**config.mk**
```make
export PLATFORM = sky130hd
export DESIGN_NAME = lpcr_regs
export DESIGN_NICKNAME = d
export VERILOG_FILES = /design/src/shared/lpcr_pkg.sv /design/src/hw/lpcr_regs.sv /design/src/hw/lpcr_sync.sv
export VERILOG_INCLUDE_DIRS = /design/src /design/src/shared
export SDC_FILE = /design/constraint.sdc
export NUM_CORES = 1
export LEC_CHECK = 0
export ABC_CLOCK_PERIOD_IN_PS = 5500
export BUFFER_PORTS_ARGS = -buffer_cell sky130_fd_sc_hd__buf_2
export CAP_MARGIN = 10
export CORE_ASPECT_RATIO = 0.7
export CORE_MARGIN = 1
export CORE_UTILIZATION = 45
export CTS_CLUSTER_DIAMETER = 120
export DETAILED_ROUTE_END_ITERATION = 16
export GPL_ROUTABILITY_DRIVEN = 0
export GPL_TIMING_DRIVEN = 0
export HOLD_SLACK_MARGIN = 0.12
export PLACE_DENSITY = 0.61
export SYNTH_ARGS = -nofsm -noshare
export SYNTH_HDL_FRONTEND = slang
export SYNTH_HIERARCHICAL = 1
export SYNTH_SLANG_ARGS = --single-unit
```
**constraint.sdc**
```tcl
create_clock -name clk -period 5.5 [get_ports clk]
set_input_delay 0.275 -clock clk [delete_from_list [all_inputs] [get_ports clk]]
set_output_delay 0.275 -clock clk [all_outputs]
set_load 0.03 [all_outputs]
```
**src/shared/lpcr_consts.svh**
```systemverilog
// Offsets, field positions, masks and reset values of the lane control registers
`ifndef LPCR_CONSTS_SVH
`define LPCR_CONSTS_SVH

`define LPCR_OFF_CLK_STATUS 8'h01
`define LPCR_OFF_CLK_MODE 8'h04
`define LPCR_OFF_DL_GEN 8'h05
`define LPCR_OFF_DL_MODE 8'h06

`define LPCR_CLK_MODE_MASK 8'h1e
`define LPCR_DL_GEN_MASK 8'h03
`define LPCR_DL_MODE_MASK 8'h0f
`define LPCR_CTRL_RESET 8'h00

`define LPCR_CLK_TERM_BIT 4
`define LPCR_CLK_RXEN_BIT 3
`define LPCR_CLK_WAKE_BIT 2
`define LPCR_CLK_PROTO_BIT 1
`define LPCR_DL_TERM_BIT 3
`define LPCR_DL_RXEN_BIT 2
`define LPCR_DL_WAKE_BIT 1
`define LPCR_DL_PROTO_BIT 0
`define LPCR_DL_SWAP_N_BIT 1
`define LPCR_DL_EN_BIT 0
`define LPCR_ST_ULP_BIT 1
`define LPCR_ST_STOP_BIT 0

// Bus address; the value is arbitrary
`define LPCR_DEV_ADDR 7'h2a
`define LPCR_BITS_PER_BYTE 4'h8
`define LPCR_TX_ACK_CNT 4'h9
`define LPCR_OUT_RESET 10'h001

`endif

```
**src/shared/lpcr_pkg.sv**
```systemverilog
// Types shared by the lane control register block
`default_nettype none
package lpcr_pkg;
   typedef enum logic [5:0] {
      LPCR_IDLE = 6'h01,
      LPCR_ADDR = 6'h02,
      LPCR_ACK_ADDR = 6'h04,
      LPCR_RX = 6'h08,
      LPCR_ACK_RX = 6'h10,
      LPCR_TX = 6'h20
   } lpcr_state_t;
   typedef logic [7:0] lpcr_byte_t;
endpackage
`default_nettype wire
```
**src/hw/lpcr_regs.sv**
```systemverilog
// Lane control and status registers behind the serial control port
`timescale 1ns/10ps
`default_nettype none
`include "lpcr_consts.svh"
// Notes on behaviour
// RL1 - Protocol select: 0 CCP, 1 CSI; clock bit 1, data bit 0; resets CCP
// RL2 - Termination enable, clock bit 4, data bit 3; only acts in CCP
// RL3 - Receiver enable, clock bit 3, data bit 2; only acts in CCP
// RL4 - Wake-up, clock bit 2, data bit 1; clear keeps receiver low power; CCP only
// RL5 - Clock status bit 1 reads 1 once the lane sits in ultra-low-power; CSI only
// RL6 - Clock status bit 0 reads stop state; CSI only; resets to 0
// RL7 - Data lane enable is general control bit 0, reset 0 so disabled
// RL8 - General control bit 1: 0 swaps P and N pins, 1 leaves them
// RL9 - Reserved bits read zero, writes to them are dropped
// RL10 - Writes to the clock status register change nothing
module lpcr_regs #(
   parameter logic [6:0] DEV_ADDR = `LPCR_DEV_ADDR
)
(
   input wire logic clk,
   input wire logic reset_n,
   input wire logic scl,
   input wire logic sda_i,
   output logic sda_o,
   output logic sda_oe,
   input wire logic clock_lane_stop_state,
   input wire logic clock_lane_ulp_active,
   output logic clock_lane_protocol_select,
   output logic clock_lane_hs_termination_enable,
   output logic clock_lane_hs_receiver_enable,
   output logic clock_lane_hs_receiver_wakeup,
   output logic data_lane_protocol_select,
   output logic data_lane_hs_termination_enable,
   output logic data_lane_hs_receiver_enable,
   output logic data_lane_hs_receiver_wakeup,
   output logic data_lane_enable,
   output logic data_lane_pn_swap
);
   logic [3:0] sync_q;
   logic scl_f, sda_f, stop_f, ulp_f;
   logic scl_p_q, sda_p_q;
   lpcr_pkg::lpcr_state_t st_q, st_d;
   logic [3:0] cnt_q, cnt_d;
   lpcr_pkg::lpcr_byte_t sh_q, sh_d, tx_q, tx_d, ptr_q, ptr_d;
   lpcr_pkg::lpcr_byte_t clk_mode_q, dl_gen_q, dl_mode_q;
   logic oe_q, oe_d, rw_q, rw_d, first_q, first_d, nack_q, nack_d, wr_fire;
   logic [9:0] out_q;

   // Pins and lane status come from outside the clock domain
   lpcr_sync #(.W(4), .RST(4'h3)) u_sync (
      .clk(clk),
      .reset_n(reset_n),
      .d({clock_lane_ulp_active, clock_lane_stop_state, sda_i, scl}),
      .q(sync_q)
   );
   assign ulp_f = sync_q[3];
   assign stop_f = sync_q[2];
   assign sda_f = sync_q[1];
   assign scl_f = sync_q[0];

   wire scl_rise = scl_f & ~scl_p_q;
   wire scl_fall = ~scl_f & scl_p_q;
   wire start_ev = scl_f & scl_p_q & sda_p_q & ~sda_f;
   wire stop_ev = scl_f & scl_p_q & ~sda_p_q & sda_f;
   wire byte_done = (cnt_q == `LPCR_BITS_PER_BYTE);
   // Ninth clock of a read byte belongs to the master
   wire ack_phase = (cnt_q == `LPCR_TX_ACK_CNT);
   wire clk_csi = clk_mode_q[`LPCR_CLK_PROTO_BIT];
   wire dl_csi = dl_mode_q[`LPCR_DL_PROTO_BIT];
   // Status only means something in CSI, so it is masked in CCP
   wire [7:0] status_v = {6'h00, ulp_f & clk_csi, stop_f & clk_csi}; // RL5 RL6

   function automatic lpcr_pkg::lpcr_byte_t reg_read(input lpcr_pkg::lpcr_byte_t a);
      case (a)
         `LPCR_OFF_CLK_STATUS: reg_read = status_v;
         `LPCR_OFF_CLK_MODE: reg_read = clk_mode_q; // RL9
         `LPCR_OFF_DL_GEN: reg_read = dl_gen_q;
         `LPCR_OFF_DL_MODE: reg_read = dl_mode_q;
         default: reg_read = 8'h00;
      endcase
   endfunction

   wire [7:0] rd_ptr = reg_read(ptr_q);
   // Status offset has no write strobe at all
   wire wr_clk_mode = wr_fire && (ptr_q == `LPCR_OFF_CLK_MODE); // RL10
   wire wr_dl_gen = wr_fire && (ptr_q == `LPCR_OFF_DL_GEN);
   wire wr_dl_mode = wr_fire && (ptr_q == `LPCR_OFF_DL_MODE);

   always_comb
   begin
      st_d = st_q;
      cnt_d = cnt_q;
      sh_d = sh_q;
      tx_d = tx_q;
      ptr_d = ptr_q;
      oe_d = oe_q;
      rw_d = rw_q;
      first_d = first_q;
      nack_d = nack_q;
      wr_fire = 1'b0;
      if (stop_ev)
      begin
         st_d = lpcr_pkg::LPCR_IDLE;
         oe_d = 1'b0;
      end
      else if (start_ev)
      begin
         st_d = lpcr_pkg::LPCR_ADDR;
         cnt_d = 4'h0;
         oe_d = 1'b0;
         first_d = 1'b1;
      end
      else
      begin
         case (st_q)
            lpcr_pkg::LPCR_ADDR, lpcr_pkg::LPCR_RX:
            begin
               if (scl_rise)
               begin
                  sh_d = {sh_q[6:0], sda_f};
                  cnt_d = cnt_q + 4'h1;
               end
               else if (scl_fall && byte_done)
               begin
                  oe_d = 1'b1;
                  if (st_q == lpcr_pkg::LPCR_RX)
                  begin
                     st_d = lpcr_pkg::LPCR_ACK_RX;
                     first_d = 1'b0;
                     wr_fire = ~first_q;
                     ptr_d = first_q ? sh_q : ptr_q + 8'h01;
                  end
                  else if (sh_q[7:1] == DEV_ADDR)
                  begin
                     rw_d = sh_q[0];
                     st_d = lpcr_pkg::LPCR_ACK_ADDR;
                  end
                  else
                  begin
                     oe_d = 1'b0;
                     st_d = lpcr_pkg::LPCR_IDLE;
                  end
               end
            end
            lpcr_pkg::LPCR_ACK_ADDR, lpcr_pkg::LPCR_ACK_RX:
            begin
               if (scl_rise)
                  nack_d = 1'b0;
               if (scl_fall)
               begin
                  cnt_d = 4'h0;
                  if (rw_q && st_q == lpcr_pkg::LPCR_ACK_ADDR)
                  begin
                     tx_d = rd_ptr;
                     oe_d = ~rd_ptr[7];
                     st_d = lpcr_pkg::LPCR_TX;
                  end
                  else
                  begin
                     oe_d = 1'b0;
                     st_d = lpcr_pkg::LPCR_RX;
                  end
               end
            end
            lpcr_pkg::LPCR_TX:
            begin
               if (scl_rise && ack_phase)
                  nack_d = sda_f;
               else if (scl_rise)
                  cnt_d = cnt_q + 4'h1;
               else if (scl_fall && ack_phase)
               begin
                  // Master acknowledge phase has just ended
                  cnt_d = 4'h0;
                  if (nack_q)
                  begin
                     oe_d = 1'b0;
                     st_d = lpcr_pkg::LPCR_IDLE;
                  end
                  else
                  begin
                     tx_d = reg_read(ptr_q);
                     oe_d = ~rd_ptr[7];
                  end
               end
               else if (scl_fall && byte_done)
               begin
                  // All eight bits are out; let go so the master can answer
                  oe_d = 1'b0;
                  ptr_d = ptr_q + 8'h01;
                  cnt_d = `LPCR_TX_ACK_CNT;
               end
               else if (scl_fall)
               begin
                  tx_d = {tx_q[6:0], 1'b0};
                  oe_d = ~tx_q[6];
               end
            end
            lpcr_pkg::LPCR_IDLE:
               oe_d = 1'b0;
            default:
            begin
               st_d = lpcr_pkg::LPCR_IDLE;
               oe_d = 1'b0;
            end
         endcase
      end
   end

   always_ff @(posedge clk or negedge reset_n)
   begin
      if (!reset_n)
      begin
         st_q <= lpcr_pkg::LPCR_IDLE;
         {cnt_q, sh_q, tx_q, ptr_q} <= 28'h0000000;
         {oe_q, rw_q, first_q, nack_q} <= 4'h0;
         {scl_p_q, sda_p_q} <= 2'h3;
      end
      else
      begin
         st_q <= st_d;
         {cnt_q, sh_q, tx_q, ptr_q} <= {cnt_d, sh_d, tx_d, ptr_d};
         {oe_q, rw_q, first_q, nack_q} <= {oe_d, rw_d, first_d, nack_d};
         {scl_p_q, sda_p_q} <= {scl_f, sda_f};
      end
   end

   always_ff @(posedge clk or negedge reset_n)
   begin
      if (!reset_n)
      begin
         clk_mode_q <= `LPCR_CTRL_RESET; // RL1
         dl_gen_q <= `LPCR_CTRL_RESET; // RL7
         dl_mode_q <= `LPCR_CTRL_RESET;
      end
      else
      begin
         if (wr_clk_mode)
            clk_mode_q <= sh_q & `LPCR_CLK_MODE_MASK; // RL9
         if (wr_dl_gen)
            dl_gen_q <= sh_q & `LPCR_DL_GEN_MASK;
         if (wr_dl_mode)
            dl_mode_q <= sh_q & `LPCR_DL_MODE_MASK;
      end
   end

   // Receiver controls only reach the pads in CCP; CSI handles the lane itself
   wire [9:0] out_d = {
      clk_csi, // RL1
      clk_mode_q[`LPCR_CLK_TERM_BIT] & ~clk_csi, // RL2
      clk_mode_q[`LPCR_CLK_RXEN_BIT] & ~clk_csi, // RL3
      clk_mode_q[`LPCR_CLK_WAKE_BIT] & ~clk_csi, // RL4
      dl_csi,
      dl_mode_q[`LPCR_DL_TERM_BIT] & ~dl_csi,
      dl_mode_q[`LPCR_DL_RXEN_BIT] & ~dl_csi,
      dl_mode_q[`LPCR_DL_WAKE_BIT] & ~dl_csi,
      dl_gen_q[`LPCR_DL_EN_BIT], // RL7
      ~dl_gen_q[`LPCR_DL_SWAP_N_BIT] // RL8
   };

   always_ff @(posedge clk or negedge reset_n)
   begin
      if (!reset_n)
         out_q <= `LPCR_OUT_RESET;
      else
         out_q <= out_d;
   end

   assign {clock_lane_protocol_select, clock_lane_hs_termination_enable, clock_lane_hs_receiver_enable,
           clock_lane_hs_receiver_wakeup, data_lane_protocol_select, data_lane_hs_termination_enable,
           data_lane_hs_receiver_enable, data_lane_hs_receiver_wakeup, data_lane_enable, data_lane_pn_swap} = out_q;
   assign sda_o = 1'b0;
   assign sda_oe = oe_q;
endmodule
`default_nettype wire

```
**src/hw/lpcr_sync.sv**
```systemverilog
// Three-stage input synchroniser with agreement filter
`timescale 1ns/10ps
`default_nettype none
module lpcr_sync #(
   parameter int W = 1,
   parameter logic [W-1:0] RST = '0
)
(
   input wire logic clk,
   input wire logic reset_n,
   input wire logic [W-1:0] d,
   output logic [W-1:0] q
);
   logic [W-1:0] s1_q;
   logic [W-1:0] s2_q;
   logic [W-1:0] s3_q;
   logic [W-1:0] q_q;
   wire [W-1:0] agree = ~(s2_q ^ s3_q);
   // A change only counts once the last two stages agree
   wire [W-1:0] q_d = (agree & s3_q) | (~agree & q_q);

   always_ff @(posedge clk or negedge reset_n)
   begin
      if (!reset_n)
      begin
         s1_q <= RST;
         s2_q <= RST;
         s3_q <= RST;
         q_q <= RST;
      end
      else
      begin
         s1_q <= d;
         s2_q <= s1_q;
         s3_q <= s2_q;
         q_q <= q_d;
      end
   end

   assign q = q_q;
endmodule
`default_nettype wire

```
==> After elaboration in Yosys (flattened, before gate mapping) <==
Index checks and enable logic that the tools add are counted.
{ "word_totals": {"wordCells": 190, "input_bits": 6, "regBits": 75, "output_inout_bits": 12} }
{ "op_classes": {"bitwise": 35, "muxes": 69, "eq_ne": 41, "addsub": 2, "n_reduce_logical": 24} }
{ "op_table": {"columns": ["cell", "n"], "rows": [
  ["two-way mux 8 bit", 8],
  ["two-way mux 6 bit", 10],
  ["two-way mux 7 bit", 8],
  ["two-way mux 4 bit", 7],
  ["inequality test 4 bit (second input constant)", 7],
  ["two-way mux 1 bit", 27],
  ["equality test 8 x 3 -> 1 bit (second input constant)", 3],
  ["case mux 6 bit (4 select lines)", 1],
  ["inequality test 2 bit (second input constant)", 11],
  ["inequality test 3 bit (second input constant)", 7],
  ["case mux 5 bit (4 select lines)", 1],
  ["AND reduction 10 bit", 2],
  ["case mux 8 bit (2 select lines)", 1],
  ["AND 1 bit", 15],
  ["case mux 7 bit (2 select lines)", 1],
  ["NOT 1 bit", 13],
  ["case mux 4 bit (3 select lines)", 1],
  ["AND reduction 6 bit", 2],
  ["AND reduction 5 bit", 2],
  ["nonzero test 2 bit", 5],
  ["adder 8 x 1 -> 8 bit (second input constant)", 1],
  ["AND 4 bit", 2],
  ["equality test 4 bit (second input constant)", 2],
  ["equality test 8 x 1 -> 1 bit (second input constant)", 1],
  ["other kinds (25)", 33]
]} }

==> Logic depth before layout (Yosys ltp) <==
Gate-level depths: netlist of run 1.
{ "logic_depth": {"ltp_word": 10, "mapped_depth": 8, "ltp_nobuf": 7} }

==> By module <==
The synthesis of run 1 kept the hierarchy.
{ "modules_own_cells": {"columns": ["mod", "area_each_um2", "cells_each", "n_inst"], "rows": [
  ["lpcr_regs", 3199.3, 311, 1],
  ["lpcr_sync", 455.4, 20, 1]
]} }

==> Least setup slack after synthesis of run 1 <==
OpenSTA, ideal clock, no wires.
{ "synth_timing": {"path_kind": "reg-to-reg", "startpoint": "reg st_q[4]", "endpoint": "reg rw_q", "arrival_time_ns": 1.938, "period_less_slack_ns": 2.065, "setup_time_ns": 0.127, "path_stages_with_launch": 7, "n_path_buf": 1, "path_slack_ns": 3.435, "path_cell_list": "dfrtp_1 buf_2 or4_1 nor4_1 nor2b_1 and2b_1 mux2_1"} }
{ "synth_via": {"elab_chain_cells": 3, "elab_cells_between_ends": 5} }
{ "synth_lines": {"columns": ["element", "line", "text"], "rows": [
  ["from (decl)", "lpcr_regs.sv:42", "lpcr_pkg::lpcr_state_t st_q, st_d;"],
  ["from (signal assigned)", "lpcr_regs.sv:214", "st_q <= lpcr_pkg::LPCR_IDLE;"],
  ["from (signal assigned)", "lpcr_regs.sv:221", "st_q <= st_d;"],
  ["equality test 6 x 4 -> 1 bit or equality test 6 x 2 -> 1 bit (tied branches)", "lpcr_regs.sv:115, lpcr_regs.sv:126", null],
  ["OR reduction 2 bit or NOT 1 bit (tied branches)", null, null],
  ["AND reduction 7 bit (no line) (*)", null, null],
  ["to (signal assigned)", "lpcr_regs.sv:223", "{oe_q, rw_q, first_q, nack_q} <= {oe_d, rw_d, first_d, nack_d};"],
  ["to (decl)", "lpcr_regs.sv:46", "logic oe_q, oe_d, rw_q, rw_d, first_q, first_d, nack_q, nack_d, wr_fire;"]
]} }
Every way passes the cells marked *; elsewhere a longest branch is shown, timed or not.
A chain may end at the register's enable or synchronous reset.

==> Final worst setup path of run 1 <==
Same ends and word-level chain as after synthesis.

==> results.py, run 1 <==
metrics = {
    "sta": {
        "rsz0062_at_grt": "false",
        "timing.fmax_mhz": 389.4,
        "setup_tns_ns": 0,
        "finalCritPeriodShare": 0.4669,
        "slew_headroom": 0.2685,
        "fin_ws_ns": 2.932,
        "skew_ns": 0.007537,
        "worst_slew_pin_slew_ns": 1.095,
        "final_max_slew_viol_count": 0,
        "hold_viol": 0,
        "fin_crit_ns": 2.568,
        "setup_viol_count_final": 0,
    },
    "logic_synthesis": {
        "synth_top_flop_cell": "dfrtp_1",
        "synthCells": 331,
        "yosysWarningCount": 6,
        "synth-edff-count": 0,
        "post_synth_instance_area_um2": 3655,
        "ys_ff_latch": 75,
        "syn_area_per_cell_um2": 11.04,
        "synth_fp_nets": 344,
        "ys_types": 69,
        "ys_seq_area_frac": 0.5176,
        "async_flop_share": 1.000,
    },
    "die": {
        "initial_core_util": 0.4643,
        "fp.dieW_um": 109.7,
        "core-area_um2": 7871,
        "dieArea_um2": 8492,
        "row_count": 27,
        "fp.dieH_um": 77.40,
        "ios": 18,
    },
    "final_layout": {
        "drive_gt1_frac": 0.2385,
        "fillers": 700,
        "diodes": 0,
        "fin_nets": 377,
        "final_cell_mix": "dfrtp_1, nand2_1, buf_2",
        "final_common_cell": "dfrtp_1",
        "syn_to_final_growth_pct": 17.39,
        "final_core_util": 0.5451,
    },
    "clocking": {
        "cts_hold_buf": 5,
        "clock_latency_ns": 0.34,
        "postCtsSetupBuffers": 0,
        "cts_resized": 0,
        "numCtsBuffers": 9,
        "clk_pin_slew_worst_paths_ns": 0.06,
        "cts_buffer_depth": 2,
        "cts_tree": "done",
        "cts.sinks": 75,
        "htree_levels": 3,
        "cts-root-buf": "clkbuf_16",
    },
    "drt": {
        "wl_per_cell_um": 16.92,
        "vias_per_cell": 5.772,
        "routed_wl_um": 7954,
        "ant_nets": 0,
        "drt_iter0_markers": 225,
        "drtPass1Iterations": 5,
        "num_vias": 2713,
        "drt_drc_violations_left": 0,
    },
    "grt": {
        "antenna_found_initial": 0,
        "grt_pass1_wl_um": 13280,
        "overflow": 0,
        "grt_max_degree": 65,
        "track_usage": 0.2102,
        "grt_pass1_vias": 2525,
    },
    "power": {
        "p_leak_uw": 0.001885,
        "internal_power_uw": 1109,
        "comb_power_share": 0.123,
        "clock_power_share": 0.462,
        "ir_worst_vdd_uv": 227.5,
        "p_switching_uw": 366.7,
        "p_seq_frac": 0.416,
        "switching_share": 0.2486,
        "power.total_uw": 1475,
        "p_per_area_nw_per_um2": 343.9,
    },
    "place": {
        "place_ws_ns": 3.025,
        "port_buffers": 16,
        "dp_hpwl_um": 5612,
    },
    "setup_path": {
        "endpoint_kind": "flop",
        "worstPathArrival_ns": 2.78,
        "crit_buf_inv": 1,
        "cp_slowest_cell": "or4_1",
        "crit_fanout": 10,
        "critical_path_class": "flop to flop",
        "critPathTopFamily": "simple AND/OR/NAND/NOR gates",
        "critPathMaxStageDelay_ns": 0.59,
        "r2r_setup_slack_ns": 2.93,
        "crit_chain": "buf_2, or4_1, nor4_1, nor2b_1, and2b_1, mux2_1",
        "cp-start-kind": "flop",
        "crit_required_ns": 5.72,
    },
    "job": {
        "maxCapViolations": 0,
    },
    "status": {
        "outcome": "finished, final reports clean",
    },
    "worst_hold_path": {
        "hold_class": "input port to async pin",
    },
}
-- layer usage --
layer / GRT usage / up-vias / share of wire
met5: 0 / - / 0
met4: 0.06400 / 0 / 0.012
met3: 0.05546 / 8 / 0.047
met2: 0.2881 / 65 / 0.43
met1: 0.3208 / 1349 / 0.51
li1: - / 1291 / -
-- logic make-up (layout without fill, tap and decap cells) --
| group | after synthesis | in the layout | synth area share |
|---|---|---|---|
| other cells | 1 | 1 | 0.001026 |
| simple gates | 109 | 109 | 0.1688 |
| xor+xnor | 4 | 4 | 0.009588 |
| compound gates | 84 | 84 | 0.1606 |
| buf+inv | 21 | 59 | 0.02670 |
| fa+ha+maj | 11 | 11 | 0.03629 |
| mux | 26 | 26 | 0.07943 |
| flops | 75 | 75 | 0.5176 |
-- through the flow --
step	cells	hold slack [ns]	area, um^2
floorplan	331	-0.02059	3655
global placement	448	0.3332	3861
detailed placement	449	0.1349	3891
CTS	470	0.3193	4290
global route	470	0.3446	4290
finish	470	0.3233	4290
-- area by class of cell --
| cell class | count | area [um^2] | share of cell area |
|---|---|---|---|
| clock buffer | 9 | 225.2 | 0.05249 |
| clock inverter | 7 | 123.9 | 0.02887 |
| tap | 101 | 126.4 | 0.02945 |
| inverter | 9 | 33.78 | 0.007874 |
| timing repair buffer | 22 | 160.2 | 0.03733 |
| sequential | 75 | 1892 | 0.4409 |
| buffer | 12 | 63.81 | 0.01487 |
| multi-input combinational | 235 | 1665 | 0.3882 |
-- state kept, by name, indices dropped and copies added (netlist names), 2 cells and up, named ones only --
signal,count
clk_mode_q,4
cnt_q,4
dl_gen_q,2
dl_mode_q,4
out_q,10
ptr_q,8
sh_q,8
st_q,6
tx_q,7
u_sync/s1_q,4
u_sync/s2_q,4
u_sync/s3_q,4
-- power by group through the flow --
stage	registers [uW]	clock network, uW	logic (uW)
5_1_grt	617	715	201
6_report	613	681	181
4_1_cts	613	696	181
3_3_place_gp	623	0	170
2_1_floorplan	612	0	136
3_5_place_dp	622	0	177
-- cell usage after synthesis, drive strengths merged (5+ instances only) --
library cell,number,area share
nand3,15,0.021
dfrtp,63,0.43
and2,5,0.0086
ha,7,0.024
nand2,23,0.024
nor4,7,0.014
nor2b,12,0.021
nor2,12,0.012
inv,9,0.0092
o22ai,5,0.0086
o211ai,6,0.016
nor3,7,0.0096
mux2,24,0.074
a21oi,18,0.026
a22oi,5,0.012
o21ai,22,0.031
buf,9,0.014
dfstp,12,0.086
nand2b,5,0.0086
-- final timing paths --
path / start / end / cells after the start
worst min register to register: u_sync/s1_q[3]$_DFF_PN0_ / u_sync/s2_q[3]$_DFF_PN0_ / 0
worst max register to register: st_q[4]$_DFFE_PN0P_ / rw_q$_DFFE_PN0P_ / 6
min in group clk: u_sync/s1_q[3]$_DFF_PN0_ / u_sync/s2_q[3]$_DFF_PN0_ / 0
worst max-delay path: st_q[4]$_DFFE_PN0P_ / rw_q$_DFFE_PN0P_ / 6
worst min-delay path: reset_n / sh_q[7]$_DFFE_PN0P_ / 2
max in group asynchronous: reset_n / u_sync/s3_q[1]$_DFF_PN1_ / 3
Power figures use the tool's default switching activity.
==> inputs of run 2 (changes only) <==
--- a/config.mk
+++ b/config.mk
@@ -6,7 +6,7 @@
 export SDC_FILE = /design/constraint.sdc
 export NUM_CORES = 1
 export LEC_CHECK = 0
-export ABC_CLOCK_PERIOD_IN_PS = 5500
+export ABC_CLOCK_PERIOD_IN_PS = 2500
 export BUFFER_PORTS_ARGS = -buffer_cell sky130_fd_sc_hd__buf_2
 export CAP_MARGIN = 10
 export CORE_ASPECT_RATIO = 0.7
==> constraint.sdc (replaced) <==
create_clock -name clk -period 2.5 [get_ports clk]
set_input_delay 0.125 -clock clk [delete_from_list [all_inputs] [get_ports clk]]
set_output_delay 0.125 -clock clk [all_outputs]
set_load 0.03 [all_outputs]
==> run 2 against run 1 <==
Against the previous run: setup slack worse by 2.8 ns; total power rose by 120%; sequential share of layout area decreased by 0.41 points; worst hold slack got worse by 0.15 ns; largest cell class unchanged; highest routed layer unchanged.
==> results.py, run 2 (synthesis gave the netlist of run 1 again) <==
metrics = {
    "status": {
        "outcome": "finished, final reports clean",
    },
    "final_layout": {
        "syn_to_final_growth_pct": 18.49,
        "diodes": 0,
        "largest_register_ffs": 10,
        "final_cell_mix": "dfrtp_1, nand2_1, buf_2",
        "fillers": 695,
        "final_common_cell": "dfrtp_1",
        "top_register": "out_q",
        "final_cells": 470,
        "fin_nets": 377,
        "drive_gt1_frac": 0.2493,
        "post-route-cell-area_um2": 4330,
        "final_core_util": 0.5502,
    },
    "setup_path": {
        "crit_required_ns": 2.72,
        "crit_chain": "buf_2, or4_1, nor4_4, nor2b_1, and2b_1, mux2_1",
        "cp-start-kind": "flop",
        "endpoint_kind": "flop",
        "critPathMaxStageDelay_ns": 0.63,
        "cp_slowest_cell": "or4_1",
        "crit_fanout": 10,
        "critical_path_class": "flop to flop",
        "worstPathArrival_ns": 2.61,
    },
    "grt": {
        "grt_busiest_layer": "met1",
        "use_met1": 0.3208,
        "grt_pass1_vias": 2525,
        "overflow": 0,
        "antenna_found_initial": 0,
        "track_usage": 0.2102,
        "grt_max_degree": 65,
        "grt_use_met3": 0.05546,
        "grt_pass1_wl_um": 13280,
        "grt_use_met2": 0.2881,
    },
    "clocking": {
        "cts.sinks": 75,
        "numCtsBuffers": 9,
        "clk_pin_slew_worst_paths_ns": 0.06,
        "htree_levels": 3,
        "cts_buffer_depth": 2,
        "postCtsSetupBuffers": 0,
        "clock_latency_ns": 0.34,
        "cts-root-buf": "clkbuf_16",
        "cts_tree": "done",
    },
    "die": {
        "ios": 18,
        "row_count": 27,
        "core-area_um2": 7871,
        "fp.dieW_um": 109.7,
        "fp.dieH_um": 77.40,
        "dieArea_um2": 8492,
        "initial_core_util": 0.4643,
    },
    "drt": {
        "num_vias": 2714,
        "routed_wl_um": 8059,
        "drtPass1Iterations": 5,
        "ant_nets": 0,
        "wl_per_cell_um": 17.15,
        "drt_iter0_markers": 224,
        "drt_drc_violations_left": 0,
        "vias_per_cell": 5.774,
    },
    "sta": {
        "finalCritPeriodShare": 0.9569,
        "hold_viol": 0,
        "slew_headroom": 0.5999,
        "worst_slew_pin_slew_ns": 0.5980,
        "setup_tns_ns": 0,
        "final_max_slew_viol_count": 0,
        "fin_crit_ns": 2.392,
        "holdWs_ns": 0.1722,
        "rsz0062_at_grt": "false",
        "skew_ns": 0.007364,
        "setup_viol_count_final": 0,
        "timing.fmax_mhz": 418.0,
    },
    "power": {
        "ir_worst_vdd_uv": 502.2,
        "p_leak_uw": 0.001903,
        "p_per_area_nw_per_um2": 751.6,
    },
    "place": {
        "dp_hpwl_um": 5612,
        "place_inst": 449,
        "place_area_um2": 3891,
        "port_buffers": 16,
    },
    "worst_hold_path": {
        "hold_class": "input port to async pin",
    },
    "job": {
        "maxCapViolations": 0,
    },
}
run 2: final cells by class:
class | count | area [um^2] | area share
Multi-Input combinational cell | 235 | 1705 | 0.3938
Sequential cell | 75 | 1892 | 0.4369
Clock buffer | 9 | 225.2 | 0.05201
Clock inverter | 7 | 123.9 | 0.02860
Inverter | 9 | 33.78 | 0.007801
Buffer | 12 | 63.81 | 0.01474
Timing Repair Buffer | 22 | 160.2 | 0.03698
Tap cell | 101 | 126.4 | 0.02918
run 2: critical path: cells and delay by family (launching register included):
family,cells,cell delay (ns)
and+or+nand+nor,4,1.36
DFF,1,0.40
muxes,1,0.31
buffers and inverters,1,0.19
run 2: final timing paths:
path / startpoint / endpoint / slack (ns) / cells past startpoint
max in group asynchronous: reset_n / u_sync/s3_q[1]$_DFF_PN1_ / 1.72 / 3
max: st_q[4]$_DFFE_PN0P_ / rw_q$_DFFE_PN0P_ / 0.11 / 6
max reg2reg: st_q[4]$_DFFE_PN0P_ / rw_q$_DFFE_PN0P_ / 0.11 / 6
min in group clk: u_sync/s1_q[3]$_DFF_PN0_ / u_sync/s2_q[3]$_DFF_PN0_ / 0.35 / 0
min reg2reg: u_sync/s1_q[3]$_DFF_PN0_ / u_sync/s2_q[3]$_DFF_PN0_ / 0.35 / 0
min: reset_n / out_q[3]$_DFF_PN0_ / 0.17 / 2
run 2: through the flow:
step,power (uW),setup slack (ns)
2_1_floorplan,1645,0.4346
3_3_place_gp,1744,0.03893
3_5_place_dp,1758,0.02495
4_1_cts,3277,0.006879
5_1_grt,3379,0.01846
6_report,3255,0.1077
run 2: power breakdown:
part / switching, uW / total (uW) / internal (uW)
logic: 223 / 400 / 177
registers: 71.4 / 1350 / 1280
clock network: 520 / 1500 / 983
total: 815 / 3250 / 2440
run 2: layer usage:
| layer | vias up | share of wire |
|---|---|---|
| li1 | 1296 | - |
| met1 | 1354 | 0.52 |
| met2 | 55 | 0.42 |
| met3 | 9 | 0.045 |
| met4 | 0 | 0.013 |
| met5 | - | 0 |
run 2: what timing repair did:
action,in CTS,in global routing
hold endpoints to repair,68,0
endpoints found under the setup margin,0,13
hold buffers,5,0
gates resized for setup,0,6
==> inputs of run 3 (changes only) <==
--- a/config.mk
+++ b/config.mk
@@ -6,7 +6,7 @@
 export SDC_FILE = /design/constraint.sdc
 export NUM_CORES = 1
 export LEC_CHECK = 0
-export ABC_CLOCK_PERIOD_IN_PS = 2500
+export ABC_CLOCK_PERIOD_IN_PS = 1900
 export BUFFER_PORTS_ARGS = -buffer_cell sky130_fd_sc_hd__buf_2
 export CAP_MARGIN = 10
 export CORE_ASPECT_RATIO = 0.7
@@ -17,7 +17,7 @@
 export GPL_ROUTABILITY_DRIVEN = 0
 export GPL_TIMING_DRIVEN = 0
 export HOLD_SLACK_MARGIN = 0.12
-export PLACE_DENSITY = 0.61
+export PLACE_DENSITY = 0.63
 export SYNTH_ARGS = -nofsm -noshare
 export SYNTH_HDL_FRONTEND = slang
 export SYNTH_HIERARCHICAL = 1
==> constraint.sdc (replaced) <==
create_clock -name clk -period 1.9 [get_ports clk]
set_input_delay 0.095 -clock clk [delete_from_list [all_inputs] [get_ports clk]]
set_output_delay 0.095 -clock clk [all_outputs]
set_load 0.03 [all_outputs]
==> run 3 against run 2 <==
Against the previous run: the run now ends with setup timing left; clock skew barely moved; first-iteration DRC count rose by 26%; clock power rose by 30%; sequential power rose by 33%; total power rose by 44%; cell area rose by 19%; wire length rose by 17%; critical endpoint is now st_q[4]$_DFFE_PN0P_; highest routed layer unchanged.
==> results.py, run 3 (synthesis gave the netlist of run 1 again) <==
metrics = {
    "drt": {
        "num_vias": 2956,
        "drt_drc_violations_left": 0,
        "ant_nets": 0,
        "routed_wl_um": 9457,
        "vias_per_cell": 5.900,
        "drtPass1Iterations": 5,
        "drt_iter0_markers": 282,
        "wl_per_cell_um": 18.88,
    },
    "sta": {
        "fin_crit_ns": 2.161,
        "holdWs_ns": 0.2289,
        "timing.fmax_mhz": 462.7,
        "setup_viol_count_final": 30,
        "hold_viol": 0,
        "finalCritPeriodShare": 1.137,
        "slew_headroom": 0.6154,
        "fin_ws_ns": -0.2612,
        "skew_ns": 0.007277,
        "worst_slew_pin_slew_ns": 0.5744,
        "final_max_slew_viol_count": 0,
        "rsz0062_at_grt": "true",
    },
    "job": {
        "maxCapViolations": 0,
    },
    "final_layout": {
        "largest_register_ffs": 10,
        "drive_gt1_frac": 0.4825,
        "diodes": 0,
        "top_register": "out_q",
        "syn_to_final_growth_pct": 40.77,
        "final_common_cell": "dfrtp_1",
        "fin_nets": 408,
        "final_cell_mix": "dfrtp_1, buf_4, nand2_1",
        "final_cells": 501,
        "post-route-cell-area_um2": 5145,
    },
    "place": {
        "place_area_um2": 3984,
        "dp_hpwl_um": 5655,
        "place_inst": 449,
        "port_buffers": 16,
    },
    "die": {
        "ios": 18,
        "dieArea_um2": 8492,
        "row_count": 27,
        "initial_core_util": 0.4643,
        "core-area_um2": 7871,
        "fp.dieH_um": 77.40,
        "fp.dieW_um": 109.7,
    },
    "power": {
        "ir_worst_vdd_uv": 763.3,
        "p_per_area_nw_per_um2": 908.2,
        "power.total_uw": 4673,
        "p_leak_uw": 0.002166,
    },
    "clocking": {
        "cts-root-buf": "clkbuf_16",
        "cts.sinks": 75,
        "cts_tree": "done",
        "htree_levels": 3,
        "clk_pin_slew_worst_paths_ns": 0.06,
        "cts_buffer_depth": 2,
        "clock_latency_ns": 0.34,
        "numCtsBuffers": 9,
    },
    "worst_hold_path": {
        "hold_class": "input port to async pin",
    },
    "grt": {
        "grt_pass1_vias": 2815,
        "grt_max_degree": 48,
        "overflow": 0,
        "track_usage": 0.2371,
        "grt_pass1_wl_um": 14830,
        "antenna_found_initial": 0,
    },
    "setup_path": {
        "critical_path_class": "flop to flop",
        "critPathTopFamily": "compound AO/OA/AOI/OAI gates",
        "endpoint_kind": "flop",
        "critPathMaxStageDelay_ns": 0.58,
        "crit_required_ns": 2.12,
        "cp.depth": 5,
        "crit_chain": "or4b_4, a311oi_2, a211oi_2, o211ai_4, mux2_4",
        "cp_slowest_cell": "or4b_4",
        "ff2ff_path_depth": 5,
        "crit_buf_inv": 0,
        "cp-start-kind": "flop",
        "worstPathArrival_ns": 2.38,
        "crit_fanout": 5,
    },
    "status": {
        "violations": "setup timing",
        "outcome": "finished with violations",
    },
}
## run 3: power breakdown
part           switching, uW  total, uW  internal (uW)  leakage (uW)
Sequential               116       1800           1690      0.000970
Clock                    633       1950           1310      0.000169
Combinational            488        923            435       0.00103
## run 3: per-layer routing
layer	global-route usage	up-vias	wire, um	share of wire
li1	-	1358	-	-
met1	0.3709	1488	4677	0.49
met2	0.3119	94	4055	0.43
met3	0.06303	16	564	0.060
met4	0.08000	0	159	0.017
met5	0	-	0	0
## run 3: repair_timing
action	4_1_cts	5_1_grt
endpoints found under the hold margin	67	0
resized for setup	79	52
hold buffers	5	0
setup buffers	22	8
endpoints found under the setup margin	38	44
pin swaps	21	16
gates cloned	1	2
## run 3: path summary, 6_finish.rpt
path	start	to	slack, ns
setup / recovery	st_q[4]$_DFFE_PN0P_	st_q[4]$_DFFE_PN0P_	-0.26
min in group clk	u_sync/s1_q[3]$_DFF_PN0_	u_sync/s2_q[3]$_DFF_PN0_	0.35
hold reg to reg	u_sync/s1_q[3]$_DFF_PN0_	u_sync/s2_q[3]$_DFF_PN0_	0.35
hold / removal	reset_n	out_q[4]$_DFF_PN0_	0.23
setup reg to reg	st_q[4]$_DFFE_PN0P_	st_q[4]$_DFFE_PN0P_	-0.26
max in group asynchronous	reset_n	async pin	1.05
## run 3: layout make-up
class / count / area, um^2
Tap cell: 101 / 126.4
Sequential cell: 75 / 1901
Fill cell: 580 / 2726
Multi-Input combinational cell: 235 / 2191
Inverter: 9 / 33.78
Timing Repair Buffer: 54 / 446.7
Clock buffer: 11 / 242.7
Buffer: 11 / 103.9
Clock inverter: 5 / 100.1
## run 3: per-stage QoR
stage	setup WS (ns)	TNS (ns)	util
after global routing	-0.3321	-6.610	0.6536
after global placement	-0.4223	-9.280	0.5023
after CTS	-0.1763	-1.934	0.6218
after detailed placement	-0.3979	-9.566	0.5061
after floorplan	-0.1073	-0.8396	-
final	-0.2612	-4.674	0.6536
